## src/core/bod_defines.svh

```systemverilog
// register map, field positions and reset values of the bulk out dma block
`ifndef BOD_DEFINES_SVH
`define BOD_DEFINES_SVH
// =====================================================================
// register offsets: channel c sits at c * 0x10, offsets within a channel, then the absolute addresses of the shared registers
`define BOD_OFS_CTRL   4'h0
`define BOD_OFS_PKT    4'h4
`define BOD_OFS_SLOT   4'h8
`define BOD_ADR_CPCFG  8'h20
`define BOD_ADR_EPCFG  8'h24
`define BOD_ADR_EPSTAT 8'h28
// =====================================================================
// field positions
`define BOD_CTRL_ON    0
`define BOD_CTRL_HSK   1
`define BOD_CTRL_DIR   2
`define BOD_CTRL_EP    4
`define BOD_CTRL_BUSY  8
`define BOD_SLOT_B2    16
`define BOD_CP_AC97    0
`define BOD_CP_BLK     1
// =====================================================================
// reset values and codec frame timing
`define BOD_RST_WORD   32'h0000_0000
`define BOD_SLOT_BITS  16
`endif

```

## src/core/bod_pkg.sv

```systemverilog
// types shared by the bulk out dma block
package bod_pkg;
    // channel sequencer states, one-hot
    typedef enum logic [4:0] {
        CH_OFF   = 5'b00001,
        CH_PICK  = 5'b00010,
        CH_FILL  = 5'b00100,
        CH_LATCH = 5'b01000,
        CH_HOLD  = 5'b10000
    } bod_ch_state_t;
    typedef logic [2:0] bod_ep_t;
endpackage : bod_pkg

```

## src/core/bod_dma_chan.sv

```systemverilog
// one dma channel: drains endpoint buffers into codec slot words
module bod_dma_chan #(
    parameter int CNT_W = 16
) (
    // clock and reset
    input  wire logic             ref_clk,
    input  wire logic             rst_n,
    // configuration
    input  wire logic             chOn,
    input  wire logic             hskMode,
    input  wire logic             bytes2,
    input  wire logic [CNT_W-1:0] pktInit,
    // state of the served endpoint
    input  wire logic             nackX,
    input  wire logic             nackY,
    input  wire logic             toggle,
    input  wire logic             dblBuf,
    input  wire logic [7:0]       cntX,
    input  wire logic [7:0]       cntY,
    // buffer read port, data one cycle after rdEn
    output logic                  rdEn,
    output logic                  rdBufY,
    output logic [7:0]            rdOffs,
    input  wire logic [7:0]       rdData,
    // codec slot word
    input  wire logic             take,
    output logic                  wordVld,
    output logic [15:0]           word,
    // completion and status
    output logic                  clrNackX,
    output logic                  clrNackY,
    output logic                  doneIrq,
    output logic                  busy,
    output logic [CNT_W-1:0]      remain
);
    import bod_pkg::*;

    if (CNT_W < 1 || CNT_W > 16) begin : g_bad_cnt_w
        $error("CNT_W out of range");
    end

    bod_ch_state_t    st_q, st_d;
    logic             bufY_q, bufY_d, vld_q, vld_d, nb_q, nb_d;
    logic [7:0]       left_q, left_d, offs_q, offs_d;
    logic [15:0]      word_q, word_d;
    logic [CNT_W-1:0] rem_q, rem_d;

    // =================================================================
    // sequencer next state
    always_comb begin
        st_d = st_q; bufY_d = bufY_q; vld_d = vld_q; nb_d = nb_q;
        left_d = left_q; offs_d = offs_q; word_d = word_q; rem_d = rem_q;
        rdEn = 1'b0; clrNackX = 1'b0; clrNackY = 1'b0; doneIrq = 1'b0;
        if (!chOn) begin
            st_d = CH_OFF;
            vld_d = 1'b0;
        end else begin
            unique case (st_q)
                CH_OFF: begin
                    rem_d = pktInit;
                    st_d = CH_PICK;
                end
                CH_PICK: if (nackX || (dblBuf && nackY)) begin
                    bufY_d = dblBuf && nackY && (!nackX || toggle);
                    left_d = bufY_d ? cntY : cntX;
                    offs_d = 8'h00;
                    nb_d = 1'b0;
                    word_d = 16'h0000;
                    st_d = CH_FILL;
                end
                CH_FILL: if (left_q == 8'h00) begin
                    st_d = CH_HOLD;
                end else begin
                    rdEn = 1'b1;
                    st_d = CH_LATCH;
                end
                CH_LATCH: begin
                    word_d = nb_q ? {word_q[15:8], rdData} : {rdData, 8'h00};
                    offs_d = offs_q + 8'h01;
                    left_d = left_q - 8'h01;
                    nb_d = 1'b1;
                    st_d = CH_FILL;
                    if (!bytes2 || nb_q || left_q == 8'h01) begin
                        vld_d = 1'b1;
                        nb_d = 1'b0;
                        st_d = CH_HOLD;
                    end
                end
                CH_HOLD: if (!vld_q || take) begin
                    vld_d = 1'b0;
                    word_d = 16'h0000;
                    st_d = CH_FILL;
                    if (left_q == 8'h00) begin
                        clrNackX = !bufY_q;
                        clrNackY = bufY_q;
                        st_d = CH_PICK;
                        if (hskMode) begin
                            rem_d = rem_q - 1'b1;
                            if (rem_q == {{(CNT_W-1){1'b0}}, 1'b1}) begin
                                doneIrq = 1'b1;
                                st_d = CH_OFF;
                            end
                        end
                    end
                end
            endcase
        end
    end

    // sequencer registers
    always_ff @(posedge ref_clk) begin
        if (!rst_n) begin
            st_q <= CH_OFF; bufY_q <= 1'b0; vld_q <= 1'b0; nb_q <= 1'b0;
            left_q <= 8'h00; offs_q <= 8'h00; word_q <= 16'h0000;
            rem_q <= '0;
        end else begin
            st_q <= st_d; bufY_q <= bufY_d; vld_q <= vld_d; nb_q <= nb_d;
            left_q <= left_d; offs_q <= offs_d; word_q <= word_d;
            rem_q <= rem_d;
        end
    end

    assign rdBufY = bufY_q;
    assign rdOffs = offs_q;
    assign wordVld = vld_q;
    assign word = word_q;
    assign busy = (st_q != CH_OFF);
    assign remain = rem_q;
endmodule : bod_dma_chan

```

## src/core/bod_bulk_out_dma.sv

```systemverilog
// bulk out dma: two channels, endpoint flags, codec serializer, ahb registers
//
// Summary of operation
// - handshake bit set: run programmed packet count
// - handshake bit clear: forward packets until disabled
// - no data: drop sync or clear slot tags
// - packet count register, up to 64K packets
// - packet stored: toggle if double buffered, set nack, count, interrupt
// - nack flag set means buffer holds data
// - double buffer: pick from both nacks and toggle
// - channel clears nack after whole buffer sent
// - endpoint interrupt on every stored packet
// - handshake run done: self disable, completion interrupt
// - channels never serve in-direction endpoints
// - exactly two channels, buffers to codec only
`include "bod_defines.svh"
module bod_bulk_out_dma #(
    parameter int NSLOT = 14,
    parameter int CNT_W = 16
) (
    // clock and reset
    input  wire logic          ref_clk,
    input  wire logic          rst_n,
    // ahb-lite slave
    input  wire logic          hsel,
    input  wire logic [31:0]   haddr,
    input  wire logic [1:0]    htrans,
    input  wire logic          hwrite,
    input  wire logic [2:0]    hsize,
    input  wire logic [31:0]   hwdata,
    input  wire logic          hready,
    output logic               hreadyout,
    output logic               hresp,
    output logic [31:0]        hrdata,
    // packet store events from the usb side
    input  wire logic          pktStore,
    input  wire bod_pkg::bod_ep_t pktEp,
    input  wire logic [7:0]    pktCount,
    output logic [7:0]         outEpIrq,
    // endpoint buffer read ports, channel c in slice c
    output logic [1:0]         bufRdEn,
    output logic [5:0]         bufRdEp,
    output logic [1:0]         bufRdY,
    output logic [15:0]        bufRdOffs,
    input  wire logic [15:0]   bufRdData,
    // codec port
    input  wire logic          csclk,
    output logic               cdSync,
    output logic               cdData,
    // per-channel completion
    output logic [1:0]         channelDoneIrq
);
    import bod_pkg::*;

    if (NSLOT < 2 || NSLOT > 14) begin : g_bad_nslot
        $error("NSLOT out of range");
    end

    // =================================================================
    // register state
    logic [1:0]       on_q, on_d, hsk_q, hsk_d, dir_q, dir_d, b2_q, b2_d;
    bod_ep_t          ep_q [2];
    bod_ep_t          ep_d [2];
    logic [CNT_W-1:0] pkt_q [2];
    logic [CNT_W-1:0] pkt_d [2];
    logic [13:0]      mask_q [2];
    logic [13:0]      mask_d [2];
    logic             ac97_q, ac97_d, blk_q, blk_d;
    logic [7:0]       dbl_q, dbl_d;
    logic [7:0]       aAddr_q;
    logic             aMap_q, wrPh_q, rdPh_q;
    logic [31:0]      rdata_q, rdMux;
    // buffer manager state
    logic [7:0]       nx_q, nx_d, ny_q, ny_d, tg_q, tg_d, irq_q, irq_d;
    logic [7:0]       cx_q [8];
    logic [7:0]       cx_d [8];
    logic [7:0]       cy_q [8];
    logic [7:0]       cy_d [8];
    // channel signals
    logic [1:0]       chClrX, chClrY, chDone, chBusy, chVld, chTake;
    logic [15:0]      chWord [2];
    logic [CNT_W-1:0] chRem [2];
    logic             wrCyc;

    assign wrCyc = wrPh_q && aMap_q;

    // =================================================================
    // two channels, each serving one out endpoint
    for (genvar c = 0; c < 2; c++) begin : g_ch
        bod_dma_chan #(.CNT_W(CNT_W)) u_ch (
            .ref_clk  (ref_clk),
            .rst_n    (rst_n),
            .chOn     (on_q[c]),
            .hskMode  (hsk_q[c]),
            .bytes2   (b2_q[c]),
            .pktInit  (pkt_q[c]),
            .nackX    (nx_q[ep_q[c]]),
            .nackY    (ny_q[ep_q[c]]),
            .toggle   (tg_q[ep_q[c]]),
            .dblBuf   (dbl_q[ep_q[c]]),
            .cntX     (cx_q[ep_q[c]]),
            .cntY     (cy_q[ep_q[c]]),
            .rdEn     (bufRdEn[c]),
            .rdBufY   (bufRdY[c]),
            .rdOffs   (bufRdOffs[8*c +: 8]),
            .rdData   (bufRdData[8*c +: 8]),
            .take     (chTake[c]),
            .wordVld  (chVld[c]),
            .word     (chWord[c]),
            .clrNackX (chClrX[c]),
            .clrNackY (chClrY[c]),
            .doneIrq  (chDone[c]),
            .busy     (chBusy[c]),
            .remain   (chRem[c])
        );
        assign bufRdEp[3*c +: 3] = ep_q[c];
    end

    // =================================================================
    // ahb address phase capture; reads take one wait state
    always_ff @(posedge ref_clk) begin
        if (!rst_n) begin
            aAddr_q <= 8'h00; aMap_q <= 1'b0; wrPh_q <= 1'b0; rdPh_q <= 1'b0;
            rdata_q <= `BOD_RST_WORD;
        end else begin
            wrPh_q <= 1'b0;
            rdPh_q <= 1'b0;
            if (hsel && hready && htrans[1]) begin
                aAddr_q <= haddr[7:0];
                aMap_q <= (haddr[31:8] == 24'h00_0000) && (haddr[1:0] == 2'b00);
                wrPh_q <= hwrite;
                rdPh_q <= !hwrite;
            end
            if (rdPh_q) rdata_q <= aMap_q ? rdMux : `BOD_RST_WORD;
        end
    end
    assign hreadyout = !rdPh_q;
    assign hresp = 1'b0;
    assign hrdata = rdata_q;

    // read data multiplexer
    always_comb begin
        rdMux = `BOD_RST_WORD;
        for (int c = 0; c < 2; c++) begin
            if (aAddr_q[7:4] == 4'(c)) begin
                unique case (aAddr_q[3:0])
                    `BOD_OFS_CTRL: begin
                        rdMux[`BOD_CTRL_ON] = on_q[c];
                        rdMux[`BOD_CTRL_HSK] = hsk_q[c];
                        rdMux[`BOD_CTRL_DIR] = dir_q[c];
                        rdMux[`BOD_CTRL_EP +: 3] = ep_q[c];
                        rdMux[`BOD_CTRL_BUSY] = chBusy[c];
                    end
                    `BOD_OFS_PKT: rdMux[CNT_W-1:0] = chRem[c];
                    `BOD_OFS_SLOT: begin
                        rdMux[13:0] = mask_q[c];
                        rdMux[`BOD_SLOT_B2] = b2_q[c];
                    end
                    default: ;
                endcase
            end
        end
        if (aAddr_q == `BOD_ADR_CPCFG) begin
            rdMux[`BOD_CP_AC97] = ac97_q;
            rdMux[`BOD_CP_BLK] = blk_q;
        end
        if (aAddr_q == `BOD_ADR_EPCFG) rdMux[15:0] = {tg_q, dbl_q};
        if (aAddr_q == `BOD_ADR_EPSTAT) rdMux[23:0] = {tg_q, ny_q, nx_q};
    end

    // =================================================================
    // configuration registers next values; software write wins over self clear
    always_comb begin
        on_d = on_q; hsk_d = hsk_q; dir_d = dir_q; b2_d = b2_q;
        ep_d = ep_q; pkt_d = pkt_q; mask_d = mask_q;
        ac97_d = ac97_q; blk_d = blk_q; dbl_d = dbl_q;
        for (int c = 0; c < 2; c++) begin
            if (chDone[c]) on_d[c] = 1'b0;
            if (wrCyc && aAddr_q[7:4] == 4'(c)) begin
                unique case (aAddr_q[3:0])
                    `BOD_OFS_CTRL: begin
                        hsk_d[c] = hwdata[`BOD_CTRL_HSK];
                        dir_d[c] = hwdata[`BOD_CTRL_DIR];
                        ep_d[c] = hwdata[`BOD_CTRL_EP +: 3];
                        on_d[c] = hwdata[`BOD_CTRL_ON] && !hwdata[`BOD_CTRL_DIR];
                    end
                    `BOD_OFS_PKT: pkt_d[c] = hwdata[CNT_W-1:0];
                    `BOD_OFS_SLOT: begin
                        mask_d[c] = hwdata[13:0];
                        b2_d[c] = hwdata[`BOD_SLOT_B2];
                    end
                    default: ;
                endcase
            end
        end
        if (wrCyc && aAddr_q == `BOD_ADR_CPCFG) begin
            ac97_d = hwdata[`BOD_CP_AC97];
            blk_d = hwdata[`BOD_CP_BLK];
        end
        if (wrCyc && aAddr_q == `BOD_ADR_EPCFG) dbl_d = hwdata[7:0];
    end

    // =================================================================
    // buffer manager flags: clears first, packet store sets last
    always_comb begin
        nx_d = nx_q; ny_d = ny_q; tg_d = tg_q; cx_d = cx_q; cy_d = cy_q;
        irq_d = 8'h00;
        for (int c = 0; c < 2; c++) begin
            if (chClrX[c]) nx_d[ep_q[c]] = 1'b0;
            if (chClrY[c]) ny_d[ep_q[c]] = 1'b0;
        end
        if (wrCyc && aAddr_q == `BOD_ADR_EPSTAT) begin
            nx_d = nx_d & ~hwdata[7:0];
            ny_d = ny_d & ~hwdata[15:8];
        end
        if (wrCyc && aAddr_q == `BOD_ADR_EPCFG) tg_d = hwdata[15:8];
        if (pktStore) begin
            if (dbl_q[pktEp] && tg_d[pktEp]) begin
                ny_d[pktEp] = 1'b1;
                cy_d[pktEp] = pktCount;
            end else begin
                nx_d[pktEp] = 1'b1;
                cx_d[pktEp] = pktCount;
            end
            if (dbl_q[pktEp]) tg_d[pktEp] = !tg_d[pktEp];
            irq_d[pktEp] = 1'b1;
        end
    end

    // register and flag storage
    always_ff @(posedge ref_clk) begin
        if (!rst_n) begin
            on_q <= 2'b00; hsk_q <= 2'b00; dir_q <= 2'b00; b2_q <= 2'b00;
            ep_q <= '{default: 3'h0}; pkt_q <= '{default: '0};
            mask_q <= '{default: 14'h0000};
            ac97_q <= 1'b0; blk_q <= 1'b0; dbl_q <= 8'h00;
            nx_q <= 8'h00; ny_q <= 8'h00; tg_q <= 8'h00; irq_q <= 8'h00;
            cx_q <= '{default: 8'h00}; cy_q <= '{default: 8'h00};
        end else begin
            on_q <= on_d; hsk_q <= hsk_d; dir_q <= dir_d; b2_q <= b2_d;
            ep_q <= ep_d; pkt_q <= pkt_d; mask_q <= mask_d;
            ac97_q <= ac97_d; blk_q <= blk_d; dbl_q <= dbl_d;
            nx_q <= nx_d; ny_q <= ny_d; tg_q <= tg_d; irq_q <= irq_d;
            cx_q <= cx_d; cy_q <= cy_d;
        end
    end
    assign outEpIrq = irq_q;
    assign channelDoneIrq = chDone;

    // =================================================================
    // codec serializer on the sampled link clock
    logic        cs1_q, cs2_q, cs3_q, edgeR, anyData, frameStart;
    logic        sync_q, sync_d, data_q, data_d;
    logic [3:0]  bit_q, bit_d, slot_q, slot_d;
    logic [15:0] sh_q, sh_d, slotWord, tag;
    logic [1:0]  own;

    assign edgeR = cs2_q && !cs3_q;
    assign anyData = |chVld;
    assign frameStart = edgeR && bit_q == 4'h0 && slot_q == 4'h0;

    // slot ownership and ac97 tag word
    always_comb begin
        own[0] = mask_q[0][slot_q];
        own[1] = mask_q[1][slot_q] && !own[0];
        tag = 16'h0000;
        tag[15] = anyData;
        for (int s = 1; s < 13; s++) begin
            if (s < NSLOT) tag[15-s] = |({mask_q[1][s], mask_q[0][s]} & chVld);
        end
        if (ac97_q && slot_q == 4'h0) slotWord = tag;
        else if (own[0] && chVld[0]) slotWord = chWord[0];
        else if (own[1] && chVld[1]) slotWord = chWord[1];
        else slotWord = 16'h0000;
        chTake = (edgeR && bit_q == 4'h0 && !(ac97_q && slot_q == 4'h0)) ? own : 2'b00;
    end

    // bit and slot counters, shift register, sync
    always_comb begin
        bit_d = bit_q; slot_d = slot_q; sh_d = sh_q; data_d = data_q; sync_d = sync_q;
        if (edgeR) begin
            bit_d = bit_q + 4'h1;
            sync_d = 1'b0;
            if (bit_q == 4'h0) begin
                sh_d = {slotWord[14:0], 1'b0};
                data_d = slotWord[15];
                if (slot_q == 4'h0) sync_d = ac97_q || !blk_q || anyData;
            end else begin
                sh_d = {sh_q[14:0], 1'b0};
                data_d = sh_q[15];
            end
            if (bit_q == 4'(`BOD_SLOT_BITS - 1)) begin
                slot_d = (slot_q == 4'(NSLOT - 1)) ? 4'h0 : slot_q + 4'h1;
            end
        end
    end

    always_ff @(posedge ref_clk) begin
        if (!rst_n) begin
            cs1_q <= 1'b0; cs2_q <= 1'b0; cs3_q <= 1'b0;
            bit_q <= 4'h0; slot_q <= 4'h0; sh_q <= 16'h0000;
            data_q <= 1'b0; sync_q <= 1'b0;
        end else begin
            cs1_q <= csclk; cs2_q <= cs1_q; cs3_q <= cs2_q;
            bit_q <= bit_d; slot_q <= slot_d; sh_q <= sh_d;
            data_q <= data_d; sync_q <= sync_d;
        end
    end
    assign cdSync = sync_q;
    assign cdData = data_q;
endmodule : bod_bulk_out_dma

```

## config.mk

```make
export PLATFORM = sky130hd
export DESIGN_NAME = bod_bulk_out_dma
export DESIGN_NICKNAME = d
export VERILOG_FILES = /design/src/core/bod_pkg.sv /design/src/core/bod_dma_chan.sv /design/src/core/bod_bulk_out_dma.sv
export VERILOG_INCLUDE_DIRS = /design/src /design/src/core
export SDC_FILE = /design/constraint.sdc
export NUM_CORES = 1
export LEC_CHECK = 0
export ABC_AREA = 1
export BUFFER_PORTS_ARGS = -buffer_cell sky130_fd_sc_hd__clkbuf_2
export CORE_MARGIN = 4
export CORE_UTILIZATION = 35
export CTS_CLUSTER_SIZE = 10
export DETAILED_ROUTE_END_ITERATION = 12
export GPL_TIMING_DRIVEN = 0
export SLEW_MARGIN = 20
export SYNTH_ARGS = -nofsm -noshare
export SYNTH_HDL_FRONTEND = slang
export SYNTH_SLANG_ARGS = --single-unit
```

## constraint.sdc

```tcl
create_clock -name ref_clk -period 2.1 [get_ports ref_clk]
set_clock_uncertainty 0.2 [all_clocks]
set_input_delay 0.105 -clock ref_clk [delete_from_list [all_inputs] [get_ports ref_clk]]
set_output_delay 0.105 -clock ref_clk [all_outputs]
set_load 0.03 [all_outputs]
```

==> results.json <==
{
  "worst_ep_arrival_time_ns": 2.52,
  "antenna_found_initial": 2,
  "netlist_area_sq_um": 22700,
  "cts_buffers": 52,
  "worst-setup-path-type": "register to output pin",
  "violations": "negative setup slack",
  "grt_pass1_wl_microns": 154000,
  "first_pass_iters": 8,
  "clock_path_buffers": 3,
  "p_sw_mw": 4.97,
  "clock_sinks": 419,
  "die_y_microns": 262,
  "dpl.cell_count": 4505,
  "switching_share_pct": 26.7,
  "intPower_mw": 13.6,
  "hold_depth": 3,
  "final_max_slew_viol_count": 0,
  "clk_latency_ns": 0.62,
  "gp_congestion": 1.03,
  "p_comb_share_pct": 11.0,
  "antennaDiodeCount": 0,
  "seqPwrFrac_pct": 43.7,
  "routed_wl_microns": 104000,
  "grt_pass1_vias": 24800,
  "drv_cap": 0,
  "final_cell_area_sq_um": 30900,
  "drive_above_1_share_pct": 22.2,
  "netlist_instances": 3506,
  "synth_cell_types": 57,
  "grt_start_max_net_pins": 14,
  "rsz0062_at_grt": "true",
  "cts-root-buf": "clkbuf_16",
  "final_common_cell": "nand2_1",
  "setup_viol": 336,
  "ys_ff_latch": 419,
  "io_pins": 175,
  "viasPerCell": 5.50,
  "yosysSeqAreaShare_pct": 37.0,
  "die-area_sq_um": 68900,
  "path_max_fanout": 5,
  "finalCritPeriodShare_pct": 135,
  "nNetsFinal": 4035,
  "hpwl_microns": 73700,
  "grt-ovfl-total": 0,
  "num_vias": 26400,
  "hold_viol": 0,
  "p_clk_share_pct": 45.3,
  "cts_tree": "built",
  "core_area_sq_um": 64200,
  "layout_common_cells": "nand2_1, nor2_1, dfxtp_1",
  "cts_max_level": 2,
  "worst_slack_ns": -0.725,
  "pwr_density_cell_nw_per_um2": 601,
  "maxSlewHeadroom_pct": 18.9,
  "ys_async_sr_fraction_pct": 0,
  "fmax_ghz": 0.354,
  "min_path_type": "input pin to register",
  "post_dp_cell_area_sq_um": 24500,
  "max_slew.worst_pin.slew_ns": 1.22,
  "start_kind": "register",
  "place.port_buffers": 136,
  "wire_per_inst_microns": 21.7,
  "worstRegToRegCells": 8,
  "layout_min_cycle_time_ns": 2.83,
  "synth_area_per_cell_sq_um": 6.47,
  "grt_usage_pct": 28.5,
  "synth_edf_count": 0,
  "power.leakage_nw": 12.6,
  "clk_pin_slew_ns": 0.06,
  "num_rows": 93,
  "synth_ff_type": "dfxtp_1",
  "outcome": "complete, but fails checks",
  "initial_core_util_pct": 35.3,
  "peakVddDrop_v": 0.000541,
  "drtIter0Drc": 2923,
  "endpoint_kind": "output pin",
  "ys_warn_count": 0,
  "area_delta_synth_final_pct": 36.4,
  "required_ns": 1.79,
  "ant_nets": 0,
  "dieWidth_microns": 262,
  "final_cells": 4802,
  "drc": 0
}
-- timing repair --
action	in CTS	in global routing
buffers inserted	87	34
gates cloned	19	4
hold buffers	80	0
pin swaps	116	93
hold endpoints to repair	219	0
setup endpoints to repair	376	386
gates resized for setup	522	224
-- through the flow --
stage | setup WS [ns] | power (mW) | utilization, % | hold WS, ns | setup TNS [ns]
after CTS | -0.897 | 18.6 | 46.7 | 0.00418 | -121.29
after global routing | -0.826 | 19.1 | 48.1 | 0.0675 | -163.55
after floorplan | -0.0789 | 9.07 | - | -0.0157 | -7.20
final | -0.725 | 18.6 | 48.1 | 0.0348 | -121.84
after detailed placement | -1.26 | 9.63 | 38.2 | 0.101 | -231.38
after global placement | -1.25 | 9.63 | 38.2 | 0.0945 | -234.54
-- state kept, by name, indices dropped and copies added (netlist names), 10 cells and up --
register	flops
g_ch.u_ch.word	32
sh_q	15
g_ch.u_ch.remain	32
g_ch.u_ch.rdOffs	16
hrdata	24
pkt_q	32
g_ch.u_ch.left_q	16
cx_q	64
g_ch.u_ch.st_q	10
mask_q	28
cy_q	64
-- critical path, cell delays in order (launching register included) --
cell     delay (ns)
dfxtp_2        0.35
buf_6          0.14
buf_4          0.12
nand2_1        0.10
nor2_1         0.11
nor2_1         0.05
nand3_1        0.11
nand3_2        0.10
nand2_4        0.10
nand3_4        0.10
nand2_4        0.11
buf_6          0.11
nand2_4        0.05
nor2_4         0.18
buf_8          0.15
-- cells in the mapped netlist (all sizes together) (27+ instances only) --
master	count	area [sq um]
nand2	799	3010
nor2	477	1850
dfxtp	419	8390
inv	374	1410
a21oi	335	1700
o21ai	271	1360
nand3	238	1290
clkbuf	114	429
o22ai	98	613
buf	96	612
nand4	68	425
nor3	49	260
a22oi	27	203
-- cells by family (layout without fill, tap and decap cells) --
group / count (synthesis) / after routing / synth area share (%)
AND/OR/NAND/NOR: 1653 / 1655 / 30.8
AO/OA/AOI/OAI: 801 / 801 / 19.5
XOR/XNOR: 25 / 25 / 0.966
buffers and inverters: 593 / 1024 / 10.9
other: 1 / 9 / 0.0165
flip-flops: 419 / 419 / 37.0
adder cells (fa/ha/maj): 14 / 14 / 0.773
-- power groups by stage --
stage / combinational, mW / clock (mW) / sequential [mW]
3_5_place_dp: 1.33 / 0 / 8.29
3_3_place_gp: 1.34 / 0 / 8.29
6_report: 2.05 / 8.41 / 8.13
5_1_grt: 2.15 / 8.81 / 8.13
4_1_cts: 1.92 / 8.52 / 8.12
2_1_floorplan: 0.793 / 0 / 8.28
-- final timing paths --
check             slack [ns]                end                    from
setup / recovery       -0.73  channelDoneIrq[1]               slot_q[0]
hold / removal          0.03             rdPh_q                  hwrite
setup reg to reg       -0.63            on_q[0]  g_ch[0].u_ch.remain[2]
hold reg to reg         0.21              cs2_q                   cs1_q
-- layer usage --
layer  vias to the layer above  GRT usage [%]  share of wire (%)
li1                      12400              -                  -
met1                     12300           36.2                 40
met2                      1328           46.0                 45
met3                       378           5.41                8.8
met4                         2           15.2                6.3
met5                         -              0              0.017
-- final cells by class --
cell class              instances  area (sq um)
clock inverters                 9          87.6
plain buffers                 207          1680
inverters                     383          1520
well taps                     855          1070
multi-input cells            2504         13700
fillers                      6549         33300
flip-flops and latches        419          8430
clock buffers                  74          1430
repair buffers                351          2950
(Power assumes the default switching activity.)
